==> config.mk <==
export PLATFORM = sky130hd
export DESIGN_NAME = doeg_top
export DESIGN_NICKNAME = d
export VERILOG_FILES = /design/src/design/doeg_pkg.sv /design/src/design/doeg_out_gate.sv /design/src/design/doeg_top.sv
export VERILOG_INCLUDE_DIRS = /design/src /design/src/design
export SDC_FILE = /design/constraint.sdc
export NUM_CORES = 1
export LEC_CHECK = 0
export BUFFER_PORTS_ARGS = -buffer_cell sky130_fd_sc_hd__buf_2
export CAP_MARGIN = 25
export CORE_MARGIN = 5
export CORE_UTILIZATION = 35
export CTS_CLUSTER_SIZE = 30
export DETAILED_ROUTE_END_ITERATION = 12
export PLACE_DENSITY_LB_ADDON = 0.12
export SYNTH_ARGS = -nofsm -noshare
export SYNTH_HDL_FRONTEND = slang
export SYNTH_SLANG_ARGS = --single-unit
==> constraint.sdc <==
create_clock -name mclk_in -period 2.8 [get_ports mclk_in]
set_input_delay 0.84 -clock mclk_in [delete_from_list [all_inputs] [get_ports mclk_in]]
set_output_delay 0.84 -clock mclk_in [all_outputs]
set_load 0.03 [all_outputs]
==> src/design/doeg_consts.svh <==
// constant definitions for the differential output enable gating block
`ifndef DOEG_CONSTS_SVH
`define DOEG_CONSTS_SVH

`define DOEG_NUM_OUTPUTS 12
`define DOEG_ENABLE_RESET 12'hFFF
`define DOEG_LAT_MIN_CLKS 4
`define DOEG_LAT_MAX_CLKS 12
`define DOEG_START_CLKS 4
`define DOEG_STOP_CLKS 6
`define DOEG_FS_133 1'h0
`define DOEG_FS_100 1'h1
`define DOEG_REG_ENABLE 4'h0
`define DOEG_REG_STATUS 4'h1
`define DOEG_REG_STRAP 4'h2
`define DOEG_REG_CONFIG 4'h3
`define DOEG_CFG_PUSH_PULL_BIT 0
`define DOEG_STS_PWRDN_BIT 12
`define DOEG_STS_PWRGD_SEEN_BIT 13

`endif

==> src/design/doeg_pkg.sv <==
// types for the differential output enable gating block
package doeg_pkg;

	typedef enum logic [1:0] {
		DOEG_OFF,
		DOEG_STARTING,
		DOEG_RUN,
		DOEG_STOPPING
	} doeg_gate_state_t;

	typedef logic [3:0] doeg_addr_t;

endpackage : doeg_pkg

==> src/design/doeg_out_gate.sv <==
// one glitch-free output gate with enable latency counting
`timescale 1ns/1ps
`default_nettype none
`include "doeg_consts.svh"

module doeg_out_gate
	import doeg_pkg::*;
#(
	parameter int unsigned START_CLKS = `DOEG_START_CLKS,
	parameter int unsigned STOP_CLKS = `DOEG_STOP_CLKS
) (
	input wire logic mclk_in,
	input wire logic rst_b_in,
	input wire logic want_in,
	input wire logic kill_in,
	output logic run_out
);

	// ----------------------------------------
	// latency counter and state
	// ----------------------------------------
	doeg_gate_state_t state_q;
	doeg_gate_state_t state_d;
	logic [3:0] cnt_q;
	logic [3:0] cnt_d;
	logic run_q;
	logic run_d;
	wire logic cnt_done = (cnt_q == 4'h1);

	always_comb begin
		state_d = state_q;
		cnt_d = cnt_q;
		run_d = run_q;
		if (kill_in) begin
			// power down overrides any pending latency
			state_d = DOEG_OFF;
			run_d = 1'b0;
			cnt_d = 4'h0;
		end else begin
			unique case (state_q)
				DOEG_OFF: begin
					if (want_in) begin
						state_d = DOEG_STARTING;
						cnt_d = 4'(START_CLKS);
					end
				end
				DOEG_STARTING: begin
					if (!want_in) begin
						state_d = DOEG_OFF;
					end else if (cnt_done) begin
						state_d = DOEG_RUN;
						run_d = 1'b1;
					end else begin
						cnt_d = cnt_q - 4'h1;
					end
				end
				DOEG_RUN: begin
					if (!want_in) begin
						// keep running long enough for four whole cycles
						state_d = DOEG_STOPPING;
						cnt_d = 4'(STOP_CLKS);
					end
				end
				DOEG_STOPPING: begin
					if (want_in) begin
						state_d = DOEG_RUN;
					end else if (cnt_done) begin
						state_d = DOEG_OFF;
						run_d = 1'b0;
					end else begin
						cnt_d = cnt_q - 4'h1;
					end
				end
			endcase
		end
	end

	always_ff @(posedge mclk_in or negedge rst_b_in) begin
		if (!rst_b_in) begin
			state_q <= DOEG_OFF;
			cnt_q <= 4'h0;
			run_q <= 1'b0;
		end else begin
			state_q <= state_d;
			cnt_q <= cnt_d;
			run_q <= run_d;
		end
	end

	assign run_out = run_q;

endmodule : doeg_out_gate
`default_nettype wire

==> src/design/doeg_top.sv <==
// top of the differential output enable gating block
// Overview of operation
// - one active-high enable bit per output, reset enabled
// - active-low enable pin per output, asynchronous
// - output runs only when bit 1, pin 0
// - disabled: hi-z, or driven low/low for push-pull
// - pin falling restarts output in 4..12 clocks
// - pin rising still gives at least 4 cycles
// - pin rising stops output within 12 clocks
// - output frequency equals input frequency, one-to-one; here the output runs at half of mclk_in
// - strap 0 selects 133 MHz, 1 selects 100
// - frequency change passes without runts or glitches
// - strap captured at power-good rising edge
// - power-down seen twice low disables outputs next falling
//
// Design decisions made here: the address-and-strobe port and the register offsets.
`timescale 1ns/1ps
`default_nettype none
`include "doeg_consts.svh"

module doeg_top
	import doeg_pkg::*;
#(
	parameter int unsigned NUM_OUT = `DOEG_NUM_OUTPUTS
) (
	input wire logic mclk_in,
	input wire logic rst_b_in,
	input wire logic [3:0] reg_addr_in,
	input wire logic [31:0] reg_wdata_in,
	input wire logic reg_wr_in,
	input wire logic reg_rd_in,
	output logic [31:0] reg_rdata_out,
	input wire logic [NUM_OUT-1:0] out_enable_n_in,
	input wire logic power_good_down_n_in,
	input wire logic freq_select_strap_in,
	output logic [NUM_OUT-1:0] diff_clock_out,
	output logic [NUM_OUT-1:0] diff_clock_out_inverted,
	output logic [NUM_OUT-1:0] diff_clock_oe_out,
	output logic feedback_clock_out,
	output logic feedback_clock_inv_out,
	output logic feedback_clock_oe_out,
	output logic pll_on_out,
	output logic freq_select_out
);

	// ----------------------------------------
	// synchronisers
	// ----------------------------------------
	// pins are asynchronous, so both edges go through two flops first
	logic [NUM_OUT-1:0] oe_meta_q;
	logic [NUM_OUT-1:0] oe_sync_q;
	logic pg_meta_q;
	logic pg_sync_q;
	logic pg_prev_q;

	always_ff @(posedge mclk_in or negedge rst_b_in) begin
		if (!rst_b_in) begin
			oe_meta_q <= '1;
			oe_sync_q <= '1;
			pg_meta_q <= 1'b0;
			pg_sync_q <= 1'b0;
			pg_prev_q <= 1'b0;
		end else begin
			oe_meta_q <= out_enable_n_in;
			oe_sync_q <= oe_meta_q;
			pg_meta_q <= power_good_down_n_in;
			pg_sync_q <= pg_meta_q;
			pg_prev_q <= pg_sync_q;
		end
	end

	wire logic pg_rise = pg_sync_q & ~pg_prev_q;

	// ----------------------------------------
	// registers
	// ----------------------------------------
	logic [NUM_OUT-1:0] enable_q;
	logic push_pull_q;
	logic fs_q;
	logic pg_seen_q;
	logic [1:0] pd_cnt_q;
	logic [31:0] rdata_q;

	wire logic wr_enable = reg_wr_in & (reg_addr_in == `DOEG_REG_ENABLE);
	wire logic wr_config = reg_wr_in & (reg_addr_in == `DOEG_REG_CONFIG);

	always_ff @(posedge mclk_in or negedge rst_b_in) begin
		if (!rst_b_in) begin
			enable_q <= NUM_OUT'(`DOEG_ENABLE_RESET);
			push_pull_q <= 1'b0;
		end else begin
			if (wr_enable) begin
				enable_q <= reg_wdata_in[NUM_OUT-1:0];
			end
			if (wr_config) begin
				push_pull_q <= reg_wdata_in[`DOEG_CFG_PUSH_PULL_BIT];
			end
		end
	end

	// strap latched on power good rising, never at reset release
	always_ff @(posedge mclk_in or negedge rst_b_in) begin
		if (!rst_b_in) begin
			fs_q <= `DOEG_FS_100;
			pg_seen_q <= 1'b0;
		end else if (pg_rise) begin
			fs_q <= freq_select_strap_in;
			pg_seen_q <= 1'b1;
		end
	end

	// ----------------------------------------
	// power down qualification
	// ----------------------------------------
	// two sampled lows in a row before acting, which filters runts
	logic run_phase_q;
	wire logic pd_low = ~pg_sync_q;

	always_ff @(posedge mclk_in or negedge rst_b_in) begin
		if (!rst_b_in) begin
			pd_cnt_q <= 2'h2;
		end else if (!pd_low) begin
			pd_cnt_q <= 2'h0;
		end else if (pd_cnt_q != 2'h2) begin
			pd_cnt_q <= pd_cnt_q + 2'h1;
		end
	end

	wire logic pd_active = (pd_cnt_q == 2'h2);

	// ----------------------------------------
	// output clock and gates
	// ----------------------------------------
	// output toggles once per system clock, so it runs at half the mclk_in rate
	always_ff @(posedge mclk_in or negedge rst_b_in) begin
		if (!rst_b_in) begin
			run_phase_q <= 1'b0;
		end else begin
			run_phase_q <= ~run_phase_q;
		end
	end

	logic [NUM_OUT-1:0] run_w;
	wire logic [NUM_OUT-1:0] want_w = enable_q & ~oe_sync_q;

	genvar gi;
	generate
		for (gi = 0; gi < NUM_OUT; gi++) begin : g_out
			doeg_out_gate #(
				.START_CLKS(`DOEG_START_CLKS),
				.STOP_CLKS(`DOEG_STOP_CLKS)
			) u_gate (
				.mclk_in(mclk_in),
				.rst_b_in(rst_b_in),
				.want_in(want_w[gi]),
				.kill_in(pd_active),
				.run_out(run_w[gi])
			);
		end
	endgenerate

	// gating changes only land while the clock leg is low, so no runt
	logic [NUM_OUT-1:0] gate_q;
	logic [NUM_OUT-1:0] dif_q;
	logic [NUM_OUT-1:0] difn_q;
	logic [NUM_OUT-1:0] oe_q;
	logic fb_q;
	logic fbn_q;
	logic fb_oe_q;

	always_ff @(posedge mclk_in or negedge rst_b_in) begin
		if (!rst_b_in) begin
			gate_q <= '0;
		end else if (run_phase_q) begin
			gate_q <= run_w;
		end
	end

	wire logic [NUM_OUT-1:0] drive_w = gate_q | {NUM_OUT{push_pull_q}};

	always_ff @(posedge mclk_in or negedge rst_b_in) begin
		if (!rst_b_in) begin
			dif_q <= '0;
			difn_q <= '0;
			oe_q <= '0;
			fb_q <= 1'b0;
			fbn_q <= 1'b0;
			fb_oe_q <= 1'b0;
		end else begin
			dif_q <= gate_q & {NUM_OUT{~run_phase_q}};
			difn_q <= gate_q & {NUM_OUT{run_phase_q}};
			oe_q <= drive_w;
			fb_q <= ~pd_active & ~run_phase_q;
			fbn_q <= ~pd_active & run_phase_q;
			fb_oe_q <= ~pd_active | push_pull_q;
		end
	end

	// ----------------------------------------
	// read port
	// ----------------------------------------
	wire logic [31:0] status_w = {18'h0, pg_seen_q, pd_active, run_w};

	always_ff @(posedge mclk_in or negedge rst_b_in) begin
		if (!rst_b_in) begin
			rdata_q <= 32'h0;
		end else if (reg_rd_in) begin
			unique case (reg_addr_in)
				`DOEG_REG_ENABLE: rdata_q <= 32'(enable_q);
				`DOEG_REG_STATUS: rdata_q <= status_w;
				`DOEG_REG_STRAP: rdata_q <= {31'h0, fs_q};
				`DOEG_REG_CONFIG: rdata_q <= {31'h0, push_pull_q};
				default: rdata_q <= 32'h0;
			endcase
		end else begin
			rdata_q <= 32'h0;
		end
	end

	assign reg_rdata_out = rdata_q;
	assign diff_clock_out = dif_q;
	assign diff_clock_out_inverted = difn_q;
	assign diff_clock_oe_out = oe_q;
	assign feedback_clock_out = fb_q;
	assign feedback_clock_inv_out = fbn_q;
	assign feedback_clock_oe_out = fb_oe_q;
	assign pll_on_out = ~pd_active;
	assign freq_select_out = fs_q;

endmodule : doeg_top
`default_nettype wire

Word-level counts from Yosys, hierarchy flattened
Cells that the tools add are included.
Widths: inputs -> output; s select.
{"block": "totals", "wordCells": 549, "regBits": 212, "out_inout_bits": 73}
{"block": "op_classes", "add_sub_neg": 13, "reduce_logical": 62, "bitwise_logic": 14, "muxes": 256, "eq_ne": 149}
{"cell": "$mux 4", "count": 72}
{"cell": "$pmux 4 s4", "count": 12}
{"cell": "$mux 2", "count": 86}
{"cell": "$ne 3x3->1 const B", "count": 48}
{"cell": "$ne 4x3->1 const B", "count": 24}
{"cell": "$pmux 2 s4", "count": 12}
{"cell": "$reduce_and 4->1", "count": 24}
{"cell": "$ne 3x2->1 const B", "count": 24}
{"cell": "$mux 1", "count": 60}
{"cell": "$reduce_and 5->1", "count": 12}
{"cell": "$pmux 14 s4", "count": 1}
{"cell": "$eq 4x1->1 const B", "count": 13}
{"cell": "$eq 2x2->1 const B", "count": 25}
{"cell": "$sub 4x1->4 const B", "count": 12}
{"cell": "$and 12x12->12", "count": 3}
{"cell": "$reduce_bool 3->1", "count": 12}
{"cell": "$mux 32", "count": 1}
{"cell": "$eq 2x1->1 const B", "count": 12}
{"cell": "$logic_not 2->1", "count": 12}
{"cell": "$pmux 1 s2", "count": 12}
{"cell": "$not 12->12", "count": 1}
{"cell": "$or 12x12->12", "count": 1}
{"cell": "$eq 4x2->1 const B", "count": 2}
{"cell": "$and 1x1->1", "count": 5}
{"cell": "other kinds (6)", "count": 8}

Depth between registers and ports, before layout
{"block": "logic_depth", "ltp_word": 5, "mapped_depth": 9}

By module
A second synthesis with hierarchy kept.
{"block": "unflattened", "hier_cells": 816, "area_unflattened_um2": 8953.6}
{"module": "doeg_out_gate", "cells_each": 46, "area_each_um2": 420.4, "n_inst": 12}
{"module": "doeg_top", "cells_each": 264, "area_each_um2": 3908.7, "n_inst": 1}

Worst setup path before layout
No wires, ideal clock.
{"block": "synth_timing", "kind": "reg-to-output", "startpoint": "reg pd_cnt_q[1]", "endpoint": "out pll_on_out", "stages_incl_launch_ff": 6, "required_time_ps": 1960, "path_buffers": 3, "arrival_ps": 1411, "path_slack_ps": 549, "cell_sequence": "dfstp_2 ha_1 buf_4 clkinv_1 buf_2 buf_2"}
{"block": "synth_between", "elab_chain_cells": 2}
{"element": "start: declaration", "line_no": "doeg_top.sv:81", "source": "logic [1:0] pd_cnt_q;"}
{"element": "start signal: assignment", "line_no": "doeg_top.sv:125", "source": "pd_cnt_q <= pd_cnt_q + 2'h1;"}
{"element": "$eq 2x2->1", "line_no": "doeg_top.sv:129", "source": "wire logic pd_active = (pd_cnt_q == 2'h2);"}
{"element": "$not 1->1", "line_no": "doeg_top.sv:227", "source": "assign pll_on_out = ~pd_active;"}
{"element": "end: declaration", "line_no": "doeg_top.sv:42", "source": "output logic pll_on_out,"}
No other way between the ends.

Final worst setup path
Same ends and word-level chain as after synthesis.

==> results.json <==
{
  "status": "finished, final reports clean",
  "syn_area_per_cell_sq_um": 10.7,
  "ant_nets": 0,
  "core_region_area_sq_um": 26700,
  "finalCritPeriodShare_pct": 88.4,
  "synth_edf_count": 0,
  "clock-sinks": 194,
  "grt_max_degree": 54,
  "rows": 60,
  "drv_slew": 0,
  "cts_root_buf": "clkbuf_16",
  "grt_usage_pct": 14.3,
  "final_nets": 1041,
  "crit_type": "reg -> out",
  "clk_latency_ns": 0.43,
  "synth-main-ff-cell": "dfrtp_1",
  "antenna_found_initial": 0,
  "timing.fmax_mhz": 404,
  "synth_seq_cells": 194,
  "whs_ns": 0.352,
  "yosys-top-cells-count": "dfrtp_1 (156), nor2_1 (54), o21ai_0 (41)",
  "first_pass_iters": 5,
  "synth_top_area_share_pct": 41.4,
  "cts_buffer_depth": 2,
  "cp.required_ns": 1.96,
  "power.leakage_nw": 4.87,
  "setup_violations": 0,
  "maxSlewHeadroom_pct": 56.7,
  "worst_pin_slew_ns": 0.646,
  "cp_max_fo": 6,
  "cts_tree": "yes",
  "grt_pass1_wl_mm": 35.7,
  "synthesis.instances": 882,
  "synth_cell_types": 79,
  "numCtsBuffers": 17,
  "fin_worst_skew_ns": 0.0110,
  "fin_setup_tns_ns": 0,
  "final-seq-area_sq_um": 4900,
  "finalWirelength_mm": 21.3,
  "cts_max_level": 4,
  "fin_crit_ns": 2.48,
  "rsz0062_at_grt": "false",
  "dieHeight_microns": 174,
  "r2r_cells": 7,
  "pin_count": 127,
  "die_w_microns": 174,
  "fin_cells": 1315,
  "yosysTopAreaCell": "dfrtp_1",
  "yosys_warnings": 0,
  "cap_violations": 0,
  "ir_drop_mv": 0.392,
  "cp-start-kind": "flip-flop",
  "end_kind": "output port",
  "cts_resized": 0,
  "die_area_sq_um": 30300,
  "drt_iter0_markers": 306,
  "yosysSeqAreaShare_pct": 52.0,
  "finish.utilization_pct": 40.5,
  "yosysMostFrequentCell": "dfrtp_1",
  "viasPerCell": 5.19,
  "synth_area_sq_um": 9430,
  "area_growth_syn_to_layout_pct": 14.7,
  "ys_top_cells_by_area": "dfrtp_1 (41%), dfstp_2 (11%), ha_1 (3.4%)",
  "worstHoldPathType": "reg -> reg",
  "place.gp.congestion": 0.790,
  "synthArstFlopShare_pct": 100,
  "fillers": 2587,
  "power_density_nw_per_um2": 920,
  "arrival_ns": 1.64,
  "vias": 6824,
  "cts_setup_buffers": 0,
  "place_hpwl_mm": 14.6,
  "grt_pass1_vias": 6670,
  "holdPathStages": 0,
  "antenna_cells": 0,
  "wl_per_cell_microns": 16.2,
  "hold_buffers": 0,
  "layout-drive-gt1-share_pct": 24.4,
  "fin_total_pwr_mw": 9.95,
  "place.port_buffers": 88,
  "multiInputGateArea_sq_um": 4110,
  "grt_overflow": 0,
  "drc_errors": 0,
  "clk_pin_slew_worst_paths_ns": 0.07,
  "hold_viol_final": 0,
  "initial_core_util_pct": 35.3,
  "placed_cells": 1283
}
==> cell families after synthesis <==
| family | count (synthesis) | synth area share (%) |
|---|---|---|
| AO/OA/AOI/OAI | 224 | 17.0 |
| XOR/XNOR | 4 | 0.371 |
| adder cells (fa/ha/maj) | 26 | 3.45 |
| buffers and inverters | 105 | 5.23 |
| flip-flops | 194 | 52.0 |
| multiplexers | 27 | 3.10 |
| other | 1 | 0.0398 |
| AND/OR/NAND/NOR | 301 | 18.9 |
==> placed cells by master, fill, tap and decap left out, types with 12 or more instances in the layout <==
cell type	Yosys	routed
dfrtp_1	156	156
buf_2	13	87
nor2_1	54	54
o21ai_0	41	41
inv_1	40	40
nand2_1	39	39
dfstp_2	38	38
a21oi_1	36	36
nand3_1	35	35
nor2b_1	26	26
ha_1	26	24
o211ai_1	23	23
nor3b_1	19	19
mux2_2	18	18
conb_1	1	18
clkbuf_16	0	17
or2_2	15	15
nand2b_1	15	15
nor3_1	15	15
a21o_1	14	14
buf_4	22	14
and2_1	13	13
a22oi_1	13	13
o22ai_1	12	12
==> layer usage <==
layer | GRT usage, % | wire length [microns] | up-vias | share of wire, %
met1 | 20.4 | 10600 | 3326 | 50
met3 | 2.46 | 722 | 16 | 3.4
met4 | 3.83 | 235 | 0 | 1.1
li1 | - | - | 3339 | -
met2 | 22.6 | 9710 | 143 | 46
met5 | 0 | 0 | - | 0
==> worst paths after layout <==
| path | startpoint | endpoint | slack [ns] |
|---|---|---|---|
| worst min-delay path | pg_meta_q | pg_sync_q | 0.35 |
| max in group asynchronous | rst_b_in | pd_cnt_q[1] | 1.75 |
| worst min register to register | pg_meta_q | pg_sync_q | 0.35 |
| min in group asynchronous | rst_b_in | gate_q[11] | 0.36 |
| worst max-delay path | pd_cnt_q[1] | pll_on_out | 0.32 |
| worst max register to register | pd_cnt_q[1] | g_out[5].u_gate.cnt_q[3] | 0.57 |
==> power breakdown <==
group / internal [mW] / total [mW] / switching [mW]
registers: 3.52 / 4.35 / 0.833
logic: 1.37 / 3.17 / 1.81
clock network: 1.26 / 2.43 / 1.17
==> sequential cells by signal (all words and copies together) (netlist names), 2 cells and up <==
register / flops
diff_clock_out_inverted: 12
pd_cnt_q: 2
g_out.u_gate.run_out: 12
g_out.u_gate.state_q: 24
gate_q: 12
diff_clock_oe_out: 12
reg_rdata_out: 14
oe_sync_q: 12
oe_meta_q: 12
enable_q: 12
g_out.u_gate.cnt_q: 48
diff_clock_out: 12
==> stage by stage <==
| stage | cell area, sq um | setup WS, ns |
|---|---|---|
| floorplan | 9500 | 0.549 |
| global placement | 10200 | 0.574 |
| global route | 10800 | 0.233 |
| finish | 10800 | 0.324 |
| detailed placement | 10200 | 0.541 |
| CTS | 10800 | 0.285 |
==> worst max-delay path, stage by stage (launching register included) <==
cell and delay (ns):
dfstp_2 0.55, ha_2 0.29, clkinv_1 0.16, buf_2 0.21
==> layout make-up <==
class | count | area share (%)
clock buffers | 18 | 3.97
clock inverters | 14 | 1.38
inverters | 41 | 1.42
multi-input cells | 600 | 37.9
flip-flops and latches | 194 | 45.3
well taps | 341 | 3.94
repair buffers | 107 | 6.05
Power figures use the tool's default switching activity.
